`src/shared/mex_pkg.sv`:
```
// Purpose: Shared types and constants of the instruction execution subset
// Assumes: 8-bit data path, 128 file registers, 13-bit program counter
// Notes:   Register offsets are byte addresses on the plain register port
package mex_pkg;

    localparam int DATA_W  = 8;
    localparam int FADDR_W = 7;
    localparam int PC_W    = 13;
    localparam int BUS_AW  = 8;
    localparam int PRESC_W = 16;

    // Register port map; bit 7 of the address selects the file registers
    localparam logic [7:0] ADDR_STATUS = 8'h00;
    localparam logic [7:0] ADDR_ACC    = 8'h01;
    localparam logic [7:0] ADDR_WDT    = 8'h02;
    localparam logic [7:0] ADDR_CTRL   = 8'h03;
    localparam logic [7:0] ADDR_PC_LO  = 8'h04;
    localparam logic [7:0] ADDR_PC_HI  = 8'h05;
    localparam int         FILE_SEL_BIT = 7;
    localparam int         CTRL_WDT_EN_BIT = 0;

    // Reset and clear values
    localparam logic [7:0]         RST_ACC     = 8'h00;
    localparam logic               RST_TO_N    = 1'b1;
    localparam logic               RST_PD_N    = 1'b1;
    localparam logic               RST_WDT_EN  = 1'b1;
    localparam logic [7:0]         WDT_CLEAR   = 8'h00;
    localparam logic [PRESC_W-1:0] PRESC_CLEAR = 16'h0000;
    localparam logic [PC_W-1:0]    RST_PC      = 13'h0000;

    // Destination select
    localparam logic DEST_ACC  = 1'b0;
    localparam logic DEST_FILE = 1'b1;

    // Cycles taken by the subroutine return
    localparam int RETURN_CYCLES = 2;

    typedef enum logic [2:0] {
        sleep_op              = 3'h0,
        return_op             = 3'h1,
        literal_minus_acc_op  = 3'h2,
        file_minus_acc_op     = 3'h3,
        rotate_right_carry_op = 3'h4,
        nibble_swap_op        = 3'h5,
        xor_literal_op        = 3'h6,
        xor_file_op           = 3'h7
    } mex_op_e;

    typedef enum logic [1:0] {
        st_idle  = 2'h0,
        st_fetch = 2'h1,
        st_ret2  = 2'h2,
        st_sleep = 2'h3
    } mex_state_e;

    typedef struct packed {
        mex_op_e              op;
        logic [DATA_W-1:0]    literal;
        logic [FADDR_W-1:0]   faddr;
        logic                 dest;
    } mex_instr_s;

    // Packs as the status register: carry in bit 0 up to timeout in bit 4
    typedef struct packed {
        logic timeout_flag_n;
        logic powerdown_flag_n;
        logic zero_flag;
        logic digit_carry_flag;
        logic carry_flag;
    } mex_status_s;

    typedef struct packed {
        logic [DATA_W-1:0] result;
        logic              carry;
        logic              digit_carry;
        logic              zero;
        logic              upd_c;
        logic              upd_dc;
        logic              upd_z;
        logic              to_acc;
        logic              to_file;
    } mex_alu_s;

    typedef struct packed {
        mex_state_e          st;
        mex_instr_s          cur;
        logic [DATA_W-1:0]   acc;
        mex_status_s         stat;
        logic [PC_W-1:0]     pc;
        logic                pc_load;
        logic [PRESC_W-1:0]  presc;
        logic [7:0]          wdt_cnt;
        logic                wdt_en;
        logic                wdt_to;
        logic [DATA_W-1:0]   rdata;
        logic                rd_file;
    } mex_core_s;

endpackage

```
`src/design/mex_alu.sv`:
```
// Purpose: Combinational result and flag logic for the executed subset
// Assumes: File operand already fetched when a file operation is presented
// Notes:   Subtraction adds the inverted accumulator plus one
`timescale 1ns/1ps
module mex_alu (
    // Operands
    input  wire mex_pkg::mex_instr_s i_instr,
    input  wire logic [7:0]          i_acc,
    input  wire logic [7:0]          i_fval,
    input  wire logic                i_carry,
    // Result
    output mex_pkg::mex_alu_s        o_res
);
    logic [7:0] opa;
    logic [8:0] diff;
    logic [4:0] half;

    always_comb begin
        opa  = (i_instr.op == mex_pkg::literal_minus_acc_op ||
                i_instr.op == mex_pkg::xor_literal_op) ?
               i_instr.literal : i_fval;
        diff = {1'b0, opa} + {1'b0, ~i_acc} + 9'h001;
        half = {1'b0, opa[3:0]} + {1'b0, ~i_acc[3:0]} + 5'h01;
        o_res         = '0;
        o_res.carry   = i_carry;
        o_res.to_acc  = (i_instr.dest == mex_pkg::DEST_ACC);
        o_res.to_file = (i_instr.dest == mex_pkg::DEST_FILE);
        case (i_instr.op)
            mex_pkg::literal_minus_acc_op, mex_pkg::file_minus_acc_op: begin
                // Carry set means no borrow
                o_res.result      = diff[7:0];
                o_res.carry       = diff[8];
                o_res.digit_carry = half[4];
                o_res.upd_c       = 1'b1;
                o_res.upd_dc      = 1'b1;
                o_res.upd_z       = 1'b1;
            end
            mex_pkg::rotate_right_carry_op: begin
                o_res.result = {i_carry, opa[7:1]};
                o_res.carry  = opa[0];
                o_res.upd_c  = 1'b1;
            end
            mex_pkg::nibble_swap_op: begin
                o_res.result = {opa[3:0], opa[7:4]};
            end
            mex_pkg::xor_literal_op, mex_pkg::xor_file_op: begin
                o_res.result = i_acc ^ opa;
                o_res.upd_z  = 1'b1;
            end
            default: begin
                o_res.to_acc  = 1'b0;
                o_res.to_file = 1'b0;
            end
        endcase
        if (i_instr.op == mex_pkg::literal_minus_acc_op ||
            i_instr.op == mex_pkg::xor_literal_op) begin
            o_res.to_acc  = 1'b1;
            o_res.to_file = 1'b0;
        end
        o_res.zero = (o_res.result == 8'h00);
    end
endmodule

```
`src/design/mex_exec.sv`:
```
// Purpose: Executes sleep, return, subtract, rotate, swap and xor operations
// Assumes: Decoder presents one instruction with a valid strobe when ready
// Notes:   File operations take one fetch cycle; return takes two cycles
//
// The strobed register port and the register offsets were decided locally.
`timescale 1ns/1ps
module mex_exec #(
    parameter int         PRESC_DIV = 128,
    parameter logic [7:0] WDT_LIMIT = 8'hFF
) (
    // Clock and reset
    input  wire logic                  i_ref_clk,
    input  wire logic                  i_rst_b,
    // Instruction from the decoder
    input  wire logic                  i_instr_valid,
    input  wire mex_pkg::mex_instr_s   i_instr,
    output logic                       o_instr_ready,
    // Return-address stack
    input  wire logic [12:0]           i_top_of_stack,
    output logic                       o_stack_pop,
    // Program counter
    output logic [12:0]                o_pc,
    output logic                       o_pc_load,
    // Core state
    output logic [7:0]                 o_acc,
    output mex_pkg::mex_status_s       o_status,
    // Power and watchdog
    input  wire logic                  i_wake,
    output logic                       o_osc_halt,
    output logic                       o_wdt_timeout,
    // Register port
    input  wire logic [7:0]            i_bus_addr,
    input  wire logic [7:0]            i_bus_wdata,
    input  wire logic                  i_bus_wr,
    input  wire logic                  i_bus_rd,
    output logic [7:0]                 o_bus_rdata
);
    mex_pkg::mex_core_s  core_ff;
    mex_pkg::mex_core_s  nxt_core;
    mex_pkg::mex_instr_s alu_instr;
    mex_pkg::mex_alu_s   alu_res;

    logic       accept;
    logic       is_file_op;
    logic       exec_read;
    logic       exec_write;
    logic       bus_file;
    logic       bus_free;
    logic       rf_we;
    logic [6:0] rf_addr;
    logic [7:0] rf_wdata;
    logic [7:0] rf_rdata;
    logic       presc_tick;
    logic       wdt_ovf;

    initial begin
        if (PRESC_DIV < 1 || PRESC_DIV > (1 << mex_pkg::PRESC_W))
            $error("Prescaler division out of range");
        if (mex_pkg::RETURN_CYCLES != 2)
            $error("Return sequence is built for two cycles");
    end

    // Handshake
    assign o_instr_ready = (core_ff.st == mex_pkg::st_idle);
    assign accept        = i_instr_valid && o_instr_ready;
    assign o_stack_pop   = accept && (i_instr.op == mex_pkg::return_op);

    assign is_file_op = (i_instr.op == mex_pkg::file_minus_acc_op) ||
                        (i_instr.op == mex_pkg::rotate_right_carry_op) ||
                        (i_instr.op == mex_pkg::nibble_swap_op) ||
                        (i_instr.op == mex_pkg::xor_file_op);

    // One ALU serves the literal ops at accept and the file ops at fetch
    assign alu_instr = (core_ff.st == mex_pkg::st_fetch) ?
                       core_ff.cur : i_instr;

    mex_alu u_alu (
        .i_instr (alu_instr),
        .i_acc   (core_ff.acc),
        .i_fval  (rf_rdata),
        .i_carry (core_ff.stat.carry_flag),
        .o_res   (alu_res)
    );

    // Execution owns the single memory port; the register port gets leftovers
    assign exec_read  = accept && is_file_op;
    assign exec_write = (core_ff.st == mex_pkg::st_fetch) && alu_res.to_file;
    assign bus_file   = i_bus_addr[mex_pkg::FILE_SEL_BIT];
    assign bus_free   = !exec_read && !exec_write;
    assign rf_we      = exec_write || (i_bus_wr && bus_file && bus_free);
    assign rf_addr    = exec_write ? core_ff.cur.faddr :
                        exec_read  ? i_instr.faddr : i_bus_addr[6:0];
    assign rf_wdata   = exec_write ? alu_res.result : i_bus_wdata;

    mex_regfile #(
        .DEPTH (128),
        .AW    (mex_pkg::FADDR_W),
        .DW    (mex_pkg::DATA_W)
    ) u_regfile (
        .i_ref_clk (i_ref_clk),
        .i_rst_b   (i_rst_b),
        .i_we      (rf_we),
        .i_addr    (rf_addr),
        .i_wdata   (rf_wdata),
        .o_rdata   (rf_rdata)
    );

    // Watchdog runs from its own time base, so it keeps counting in sleep
    assign presc_tick = core_ff.wdt_en &&
        (core_ff.presc == mex_pkg::PRESC_W'(PRESC_DIV - 1));
    assign wdt_ovf    = presc_tick && (core_ff.wdt_cnt == WDT_LIMIT);

    always_comb begin
        nxt_core         = core_ff;
        nxt_core.pc_load = 1'b0;
        nxt_core.wdt_to  = 1'b0;
        nxt_core.rd_file = 1'b0;
        nxt_core.rdata   = 8'h00;

        // Watchdog advance
        if (core_ff.wdt_en) begin
            if (presc_tick) begin
                nxt_core.presc   = mex_pkg::PRESC_CLEAR;
                nxt_core.wdt_cnt = core_ff.wdt_cnt + 8'h01;
            end else begin
                nxt_core.presc = core_ff.presc + 16'h0001;
            end
        end
        if (wdt_ovf) begin
            nxt_core.wdt_cnt             = mex_pkg::WDT_CLEAR;
            nxt_core.wdt_to              = 1'b1;
            nxt_core.stat.timeout_flag_n = 1'b0;
        end

        // Register port reads; data appear in the next cycle only
        if (i_bus_rd) begin
            if (bus_file) begin
                nxt_core.rd_file = bus_free;
            end else begin
                case (i_bus_addr)
                    mex_pkg::ADDR_STATUS: nxt_core.rdata = {3'h0, core_ff.stat};
                    mex_pkg::ADDR_ACC:    nxt_core.rdata = core_ff.acc;
                    mex_pkg::ADDR_WDT:    nxt_core.rdata = core_ff.wdt_cnt;
                    mex_pkg::ADDR_CTRL:   nxt_core.rdata = {7'h00, core_ff.wdt_en};
                    mex_pkg::ADDR_PC_LO:  nxt_core.rdata = core_ff.pc[7:0];
                    mex_pkg::ADDR_PC_HI:  nxt_core.rdata = {3'h0, core_ff.pc[12:8]};
                    default:              nxt_core.rdata = 8'h00;
                endcase
            end
        end

        // Register port writes; execution below overrides in the same cycle
        if (i_bus_wr && !bus_file) begin
            case (i_bus_addr)
                mex_pkg::ADDR_STATUS: begin
                    nxt_core.stat.carry_flag       = i_bus_wdata[0];
                    nxt_core.stat.digit_carry_flag = i_bus_wdata[1];
                    nxt_core.stat.zero_flag        = i_bus_wdata[2];
                end
                mex_pkg::ADDR_ACC:  nxt_core.acc = i_bus_wdata;
                mex_pkg::ADDR_WDT: begin
                    nxt_core.wdt_cnt = mex_pkg::WDT_CLEAR;
                    nxt_core.presc   = mex_pkg::PRESC_CLEAR;
                end
                mex_pkg::ADDR_CTRL:
                    nxt_core.wdt_en = i_bus_wdata[mex_pkg::CTRL_WDT_EN_BIT];
                default: begin
                end
            endcase
        end

        case (core_ff.st)
            mex_pkg::st_idle: begin
                if (accept) begin
                    nxt_core.cur = i_instr;
                    case (i_instr.op)
                        mex_pkg::sleep_op: begin
                            // Sleep clear beats a watchdog overflow
                            nxt_core.wdt_cnt = mex_pkg::WDT_CLEAR;
                            nxt_core.presc   = mex_pkg::PRESC_CLEAR;
                            nxt_core.wdt_to  = 1'b0;
                            nxt_core.stat.timeout_flag_n   = 1'b1;
                            nxt_core.stat.powerdown_flag_n = 1'b0;
                            nxt_core.st = mex_pkg::st_sleep;
                        end
                        mex_pkg::return_op: begin
                            nxt_core.pc = i_top_of_stack;
                            nxt_core.st = mex_pkg::st_ret2;
                        end
                        mex_pkg::literal_minus_acc_op,
                        mex_pkg::xor_literal_op: begin
                            nxt_core.acc = alu_res.result;
                            if (alu_res.upd_c)
                                nxt_core.stat.carry_flag = alu_res.carry;
                            if (alu_res.upd_dc)
                                nxt_core.stat.digit_carry_flag =
                                    alu_res.digit_carry;
                            nxt_core.stat.zero_flag = alu_res.zero;
                        end
                        default: nxt_core.st = mex_pkg::st_fetch;
                    endcase
                end
            end
            mex_pkg::st_fetch: begin
                if (alu_res.to_acc)
                    nxt_core.acc = alu_res.result;
                if (alu_res.upd_c)
                    nxt_core.stat.carry_flag = alu_res.carry;
                if (alu_res.upd_dc)
                    nxt_core.stat.digit_carry_flag = alu_res.digit_carry;
                if (alu_res.upd_z)
                    nxt_core.stat.zero_flag = alu_res.zero;
                nxt_core.st = mex_pkg::st_idle;
            end
            mex_pkg::st_ret2: begin
                nxt_core.pc_load = 1'b1;
                nxt_core.st      = mex_pkg::st_idle;
            end
            mex_pkg::st_sleep: begin
                // Oscillator stays halted until a wake event or timeout
                if (i_wake || wdt_ovf)
                    nxt_core.st = mex_pkg::st_idle;
            end
            default: nxt_core.st = mex_pkg::st_idle;
        endcase
    end

    always_ff @(posedge i_ref_clk or negedge i_rst_b) begin
        if (!i_rst_b) begin
            core_ff                       <= '0;
            core_ff.st                    <= mex_pkg::st_idle;
            core_ff.acc                   <= mex_pkg::RST_ACC;
            core_ff.stat.timeout_flag_n   <= mex_pkg::RST_TO_N;
            core_ff.stat.powerdown_flag_n <= mex_pkg::RST_PD_N;
            core_ff.pc                    <= mex_pkg::RST_PC;
            core_ff.wdt_en                <= mex_pkg::RST_WDT_EN;
        end else begin
            core_ff <= nxt_core;
        end
    end

    assign o_pc          = core_ff.pc;
    assign o_pc_load     = core_ff.pc_load;
    assign o_acc         = core_ff.acc;
    assign o_status      = core_ff.stat;
    assign o_osc_halt    = (core_ff.st == mex_pkg::st_sleep);
    assign o_wdt_timeout = core_ff.wdt_to;
    assign o_bus_rdata   = core_ff.rd_file ? rf_rdata : core_ff.rdata;
endmodule

```
`src/design/mex_regfile.sv`:
```
// Purpose: File register memory with one shared port and registered read
// Assumes: Caller never reads and writes in the same cycle
// Notes:   Contents are not reset; only the read register is
`timescale 1ns/1ps
module mex_regfile #(
    parameter int DEPTH = 128,
    parameter int AW    = 7,
    parameter int DW    = 8
) (
    // Clock and reset
    input  wire logic          i_ref_clk,
    input  wire logic          i_rst_b,
    // Access port
    input  wire logic          i_we,
    input  wire logic [AW-1:0] i_addr,
    input  wire logic [DW-1:0] i_wdata,
    output logic      [DW-1:0] o_rdata
);
    typedef struct packed {
        logic [DW-1:0] rdata;
    } mex_rf_s;

    logic [DW-1:0] mem [DEPTH];
    mex_rf_s       rf_ff;
    mex_rf_s       nxt_rf;

    initial begin
        if (DEPTH < 1 || DEPTH > (1 << AW))
            $error("Depth does not fit the address width");
    end

    always_comb begin
        nxt_rf       = rf_ff;
        nxt_rf.rdata = mem[i_addr];
    end

    always_ff @(posedge i_ref_clk) begin
        if (i_we)
            mem[i_addr] <= i_wdata;
    end

    always_ff @(posedge i_ref_clk or negedge i_rst_b) begin
        if (!i_rst_b)
            rf_ff <= '0;
        else
            rf_ff <= nxt_rf;
    end

    assign o_rdata = rf_ff.rdata;
endmodule

```
`config.mk`:
```
export PLATFORM = sky130hd
export DESIGN_NAME = mex_exec
export DESIGN_NICKNAME = d
export VERILOG_FILES = /design/src/shared/mex_pkg.sv /design/src/design/mex_alu.sv /design/src/design/mex_exec.sv /design/src/design/mex_regfile.sv
export SDC_FILE = /design/constraint.sdc
export NUM_CORES = 1
export LEC_CHECK = 0
export BUFFER_PORTS_ARGS = -buffer_cell sky130_fd_sc_hd__buf_2
export CORE_MARGIN = 3
export CORE_UTILIZATION = 50
export CTS_CLUSTER_DIAMETER = 200
export DETAILED_ROUTE_END_ITERATION = 12
export PLACE_DENSITY = 0.71
export SLEW_MARGIN = 20
export SYNTH_ARGS = -nofsm -noshare
export SYNTH_HDL_FRONTEND = slang
export SYNTH_SLANG_ARGS = --single-unit
```
`constraint.sdc`:
```
create_clock -name i_ref_clk -period 8.86 [get_ports i_ref_clk]
set_input_delay 1.329 -clock i_ref_clk [delete_from_list [all_inputs] [get_ports i_ref_clk]]
set_output_delay 1.329 -clock i_ref_clk [all_outputs]
set_load 0.1 [all_outputs]
```
Yosys cells after proc, flatten, opt, wreduce, memory -nomap -nowiden
Memories as Yosys holds them, arrays and structs flattened. A register that Yosys moved wholly into a read port is not among the register bits.
Index checks and enable logic that the tools add are counted.
- $add $sub $neg: 6
- eq/ne operators: 26
- muxes and demuxes: 55
- bitwise logic cells: 4
- reductions and logical operators: 36
- operators with widths (operator ; count):
    $mux 24 ; 5
    $mux 8 ; 10
    $pmux 8 s6 ; 1
    $mux 47 ; 1
    $pmux 8 s4 ; 1
    $mux 25 ; 1
    $eq 3x3->1 const B ; 8
    $mux 19 ; 1
    $mux 1 ; 17
    $add 16x1->16 const B ; 1
    $eq 16x7->1 const B ; 1
    $eq 8x2->1 const B ; 2
    $eq 8x3->1 const B ; 2
    $logic_not 8->1 ; 2
    $mux 16 ; 1
    $pmux 8 s2 ; 1
    $mux 7 ; 2
    $mux 13 ; 1
    $eq 3x2->1 const B ; 4
    $pmux 2 s3 ; 2
    $logic_and 1x1->1 ; 10
    $mux 2 ; 5
    $add 8x8->9 ; 1
    $add 9x1->9 const B ; 1
    28 further kinds ; 46
- bits in registers: 83
- RAM bits: 1024
- bits of input ports: 54
- output and inout bits: 39
- word-level logic and storage cells: 147
- memories kept: 1
- memories (name ; words ; width ; rd ports ; clocked after memory_dff ; write ports ; RTL line ; text):
    u_regfile.mem ; 128 ; 8 ; 1 ; 1 ; 1 ; mex_regfile.sv:23 ; logic [DW-1:0] mem [DEPTH];

Logic depth before layout (Yosys ltp)
- depth in word-level cells: 13
- depth in mapped cells: 18
- mapped depth without buffers: 15

By module
A second synthesis with hierarchy kept.
- cell total of the unflattened synthesis: 2988
- area total of the unflattened synthesis: 45952.8 um^2
- by module, submodules not included (module ; times used ; cells each ; area each (um^2)):
    mex_regfile ; 1 ; 2376 ; 40267.4
    mex_exec ; 1 ; 488 ; 4808.4
    mex_alu ; 1 ; 124 ; 877.1

Least setup slack after synthesis
No wires, ideal clock.
- kind: in2reg
- from: in i_instr[17] in the netlist's numbering
- to: mem u_regfile.mem[0][7] (data pin)
- setup time: 1.197 ns
- arrival time: 8.828 ns
- data required time: 7.663 ns
- slack: -1.165 ns
- stages on the path: 15
- path through: buf_2 nor2b_1 a21o_1 clkbuf_1 mux2i_1 inv_1 ha_1 nor2b_1 o21ai_0 a21boi_0 o21ai_0 a21oi_1 xor2_1 a21oi_1 o21ai_0
- cells in the longest elaborated chain, start to end: 8
- elaborated cells on any way between the ends: 20
- those cells by class: add/sub: 2; eq/ne: 6; mux: 6; bitwise: 1; reduce/logical: 5
- RTL lines (element ; RTL line ; text):
    from (decl) ; mex_exec.sv:16 ; input wire mex_pkg::mex_instr_s i_instr,
    $mux 19 (*) ; mex_exec.sv:74 ; assign alu_instr = (core_ff.st == mex_pkg::st_fetch) ?
    $eq 3x2->1 or $eq 3x3->1 (tied branches) ; n/a ;
    $logic_or 1x1->1 ; mex_alu.sv:19, mex_alu.sv:55 ;
    $mux 8 ; mex_alu.sv:20 ; i_instr.op == mex_pkg::xor_literal_op) ?
    $add 8x8->9 ; mex_alu.sv:22 ; diff = {1'b0, opa} + {1'b0, ~i_acc} + 9'h001;
    $add 9x1->9 ; mex_alu.sv:22 ;
    $pmux 8 s4 ; mex_alu.sv:28 ; case (i_instr.op)
    $mux 8 (*) ; mex_exec.sv:93 ; assign rf_wdata = exec_write ? alu_res.result : i_bus_wdata;
    via rf_wdata[7] ; mex_exec.sv:51 ; logic [7:0] rf_wdata;
    to (decl) ; mex_regfile.sv:23 ;
The timed path passes the listed nets; every way through them passes the cells marked *.

Worst setup path in the final report
- from: reg core_ff[79] in the netlist's numbering
- to: reg, netlist name u_regfile.o_rdata[1]
- cells in the longest elaborated chain, start to end: 7
- elaborated cells on any way between the ends: 13
- those cells by class: eq/ne: 6; mux: 4; reduce/logical: 3
- RTL lines (element ; RTL line ; text):
    from (decl) ; mex_exec.sv:38 ; mex_pkg::mex_core_s core_ff;
    from (signal assigned) ; mex_exec.sv:238 ; core_ff <= nxt_core;
    $mux 19 (*) ; mex_exec.sv:74 ;
    $eq 3x3->1, or another cell as far along ; mex_alu.sv:28 ;
    $reduce_or 6->1 (no source line) ; n/a ;
    $mux 2 ; mex_alu.sv:28 ;
    $mux 2 (*) ; mex_alu.sv:55 ; if (i_instr.op == mex_pkg::literal_minus_acc_op ||
    $logic_and 1x1->1 (*) ; mex_exec.sv:87 ; assign exec_write = (core_ff.st == mex_pkg::st_fetch) && alu_res.to_file;
    $mux 7 (*) ; mex_exec.sv:91 ; assign rf_addr = exec_write ? core_ff.cur.faddr :
Every way passes the cells marked *; elsewhere a longest branch is shown, timed or not.
A chain may end at the register's enable or synchronous reset.

==> flow_metrics.py <==
metrics = {
    "status": {
        "run_status": "completed",
    },
    "clocking": {
        "cts-htree-levels": 3,
        "clock_sinks": 1115,
        "cts_max_path_buffers": 3,
        "cts_tree": "done",
        "cts_buffers": 107,
        "holdBufCountCts": 0,
        "post_cts_buffers": 0,
        "clock_latency_ps": 670,
        "clk_pin_slew_ps": 60,
        "clock-root-buffer": "clkbuf_16",
        "cts_resized": 0,
    },
    "critical_path": {
        "arrival_ps": 6040,
        "start_kind": "flop",
        "crit_path_end_kind": "flop",
        "cp.required_ps": 9360,
        "r2r_setup_slack_ps": 3320,
        "reg2reg_to": "u_regfile.o_rdata[1]",
        "reg2reg_depth": 12,
        "reg2reg_from": "core_ff[79]",
        "worstSetupPathType": "flop to flop",
        "critPathLaunch": "core_ff[79]",
        "cp_max_fo": 55,
    },
    "layout": {
        "register_area_um2": 33000,
        "multi_input_area_um2": 9970,
        "nets": 2913,
        "final_cells": 4095,
        "fin_util": 0.563,
        "fillCellCount": 6515,
        "layout-drive-gt1-share": 0.134,
        "area_delta_synth_final_pct": 11.4,
    },
    "timing": {
        "drv_slew": 0,
        "tightest_slew_ps": 1090,
        "fin_crit_ps": 5540,
        "max_freq_mhz": 181,
        "hold_violations": 0,
        "setup_viol": 0,
        "max_slew_margin": 0.272,
        "final.period_utilization": 0.625,
        "clock_skew_ps": 21.2,
        "setup_tns_ps": 0,
        "rsz0062_at_grt": "false",
    },
    "placed_design": {
        "routabilityCongestion": 0.901,
        "dp_hpwl_um": 70300,
        "numPortBuffers": 92,
        "placedCellCount": 3892,
    },
    "min_path": {
        "holdCritStartpoint": "core_ff[69]",
        "hold_depth": 2,
        "hold_end": "core_ff[69]",
        "hold_path.class": "flop to flop",
    },
    "routing": {
        "first_pass_iters": 8,
        "dr_total_vias": 26946,
        "routed_wl_um": 118000,
        "ant_nets": 0,
        "drc": 0,
        "viasPerCell": 6.58,
        "drt_iter0_drc": 4044,
        "wl_per_cell_um": 28.8,
    },
    "synthesis": {
        "syn_nets": 2852,
        "synthesis.area_um2": 43900,
        "synthesis.instances": 2785,
        "synth_common_cells": "edfxtp_1 (1,024), a22oi_1 (220), nor2_1 (204), nand2_1 (167), a22o_1 (126)",
        "synth_top_area_share": 0.700,
        "synth.yosys.warnings": 0,
        "avgSynthCellArea_um2": 15.8,
        "synthFlopType": "edfxtp_1",
        "synthTopCellsByArea": "edfxtp_1 (70%), dfrtp_1 (5.0%), a22oi_1 (3.8%), a22o_1 (2.5%), mux2i_1 (1.8%)",
        "synth.most_common_cell": "edfxtp_1",
        "ys_ff_latch": 1115,
        "synth-edff-count": 1024,
        "synth.largest_area_cell": "edfxtp_1",
        "yosysSeqAreaShare": 0.752,
        "synth_cell_types": 78,
        "async_reset_ff_frac": 0.0816,
    },
    "floorplanning": {
        "die_area_um2": 91500,
        "die_h_um": 302,
        "initial_core_util": 0.506,
        "rows": 108,
        "ios": 93,
        "coreArea_um2": 86900,
        "fp.dieW_um": 302,
    },
    "grt": {
        "grt_usage": 0.255,
        "antenna_found_initial": 4,
        "grt-ovfl-total": 0,
        "top_usage_layer": "met2",
        "grt_max_degree": 119,
        "grtUsageMet1": 0.348,
        "grt_pass1_vias": 25946,
        "grt_first_pass_wirelength_um": 173000,
        "use_met3": 0.0568,
        "use_met2": 0.406,
    },
    "power": {
        "leakagePower_nw": 16.2,
        "irDropWorstVdd_mv": 0.282,
        "powerDensity_nw_per_um2": 303,
    },
    "job": {
        "max-cap-violations": 0,
    },
}
-- placed cells by master, fill, tap and decap left out, drive strengths merged, types with 21 or more instances in the layout --
cell,netlist,layout
nor4,35,35
a22o,126,126
a222oi,37,37
nand4,32,32
clkbuf,56,141
clkinv,0,44
a211oi,21,21
buf,138,145
o22ai,34,34
nor2,205,205
a21oi,29,29
a22oi,220,220
o21ai,40,40
edfxtp,1024,1024
a221oi,57,57
dfrtp,88,88
a31oi,48,48
mux2,44,44
nand3,77,77
mux2i,81,81
inv,19,22
nand2,168,168
nor3,41,41
-- state kept, by name, summed over array words and instances (netlist names) --
name and cells:
core_ff 55, o_acc 8, o_pc 13, o_pc_load 1
o_status 5, o_wdt_timeout 1, u_regfile.mem 1024, u_regfile.o_rdata 8
-- cell type report --
type | instances | area share
flip-flops and latches | 1115 | 0.675
multi-input cells | 1457 | 0.204
clock buffers | 141 | 0.0598
well taps | 1155 | 0.0295
repair buffers | 146 | 0.0188
clock inverters | 60 | 0.0113
inverters | 19 | 0.00146
diodes | 2 | 0.000102
-- metal layers --
| metal | share of wire | up-vias |
|---|---|---|
| li1 | - | 11320 |
| met1 | 0.38 | 13555 |
| met2 | 0.47 | 1802 |
| met3 | 0.11 | 265 |
| met4 | 0.036 | 4 |
| met5 | 0.00019 | - |
-- where the power goes --
| group | switching (mW) | total (mW) | internal, mW | leakage [nW] |
|---|---|---|---|---|
| Clock | 1.92 | 4.51 | 2.59 | 1.71 |
| Combinational | 2.87 | 3.93 | 1.06 | 4.13 |
| Sequential | 0.204 | 6.38 | 6.18 | 10.4 |
-- critical path: stages (launching register included) --
cell	delay, ps
dfrtp_1	560
mux2i_2	720
or2_2	230
buf_4	580
o311ai_1	260
buf_4	250
and2_4	370
buf_4	470
a22o_1	290
a221oi_1	290
a31oi_1	240
nor4_1	910
nor4_1	110
-- worst max path at each step --
stage,depth (start not counted),end,slack [ps]
after floorplan,15,u_regfile.mem[0][7],1030
after global placement,11,u_regfile.o_rdata[4],2490
after detailed placement,16,u_regfile.mem[109][7],2950
after CTS,12,u_regfile.o_rdata[1],3450
after global routing,16,u_regfile.mem[48][7],3140
final,12,u_regfile.o_rdata[1],3320
-- metrics by stage --
stage	instance area [um^2]	total power, mW	worst slack, ps	hold WS [ps]
detailed placement	45400	10.3	2950	466
CTS	48900	14.8	3450	479
global placement	45400	10.3	2490	454
floorplan	43900	9.05	1030	442
global route	48900	15.3	3140	498
finish	48900	14.8	3320	479
-- cells by family after synthesis --
group                      share of synthesized area
xor gates and xnor gates                     0.00498
buffers and inverters                         0.0250
and+or+nand+nor                               0.0653
adders and majority gates                    0.00387
muxes                                         0.0303
DFF                                            0.752
AOI/OAI and AO/OA                              0.119
No activity file was read; power rests on OpenSTA's default activity.
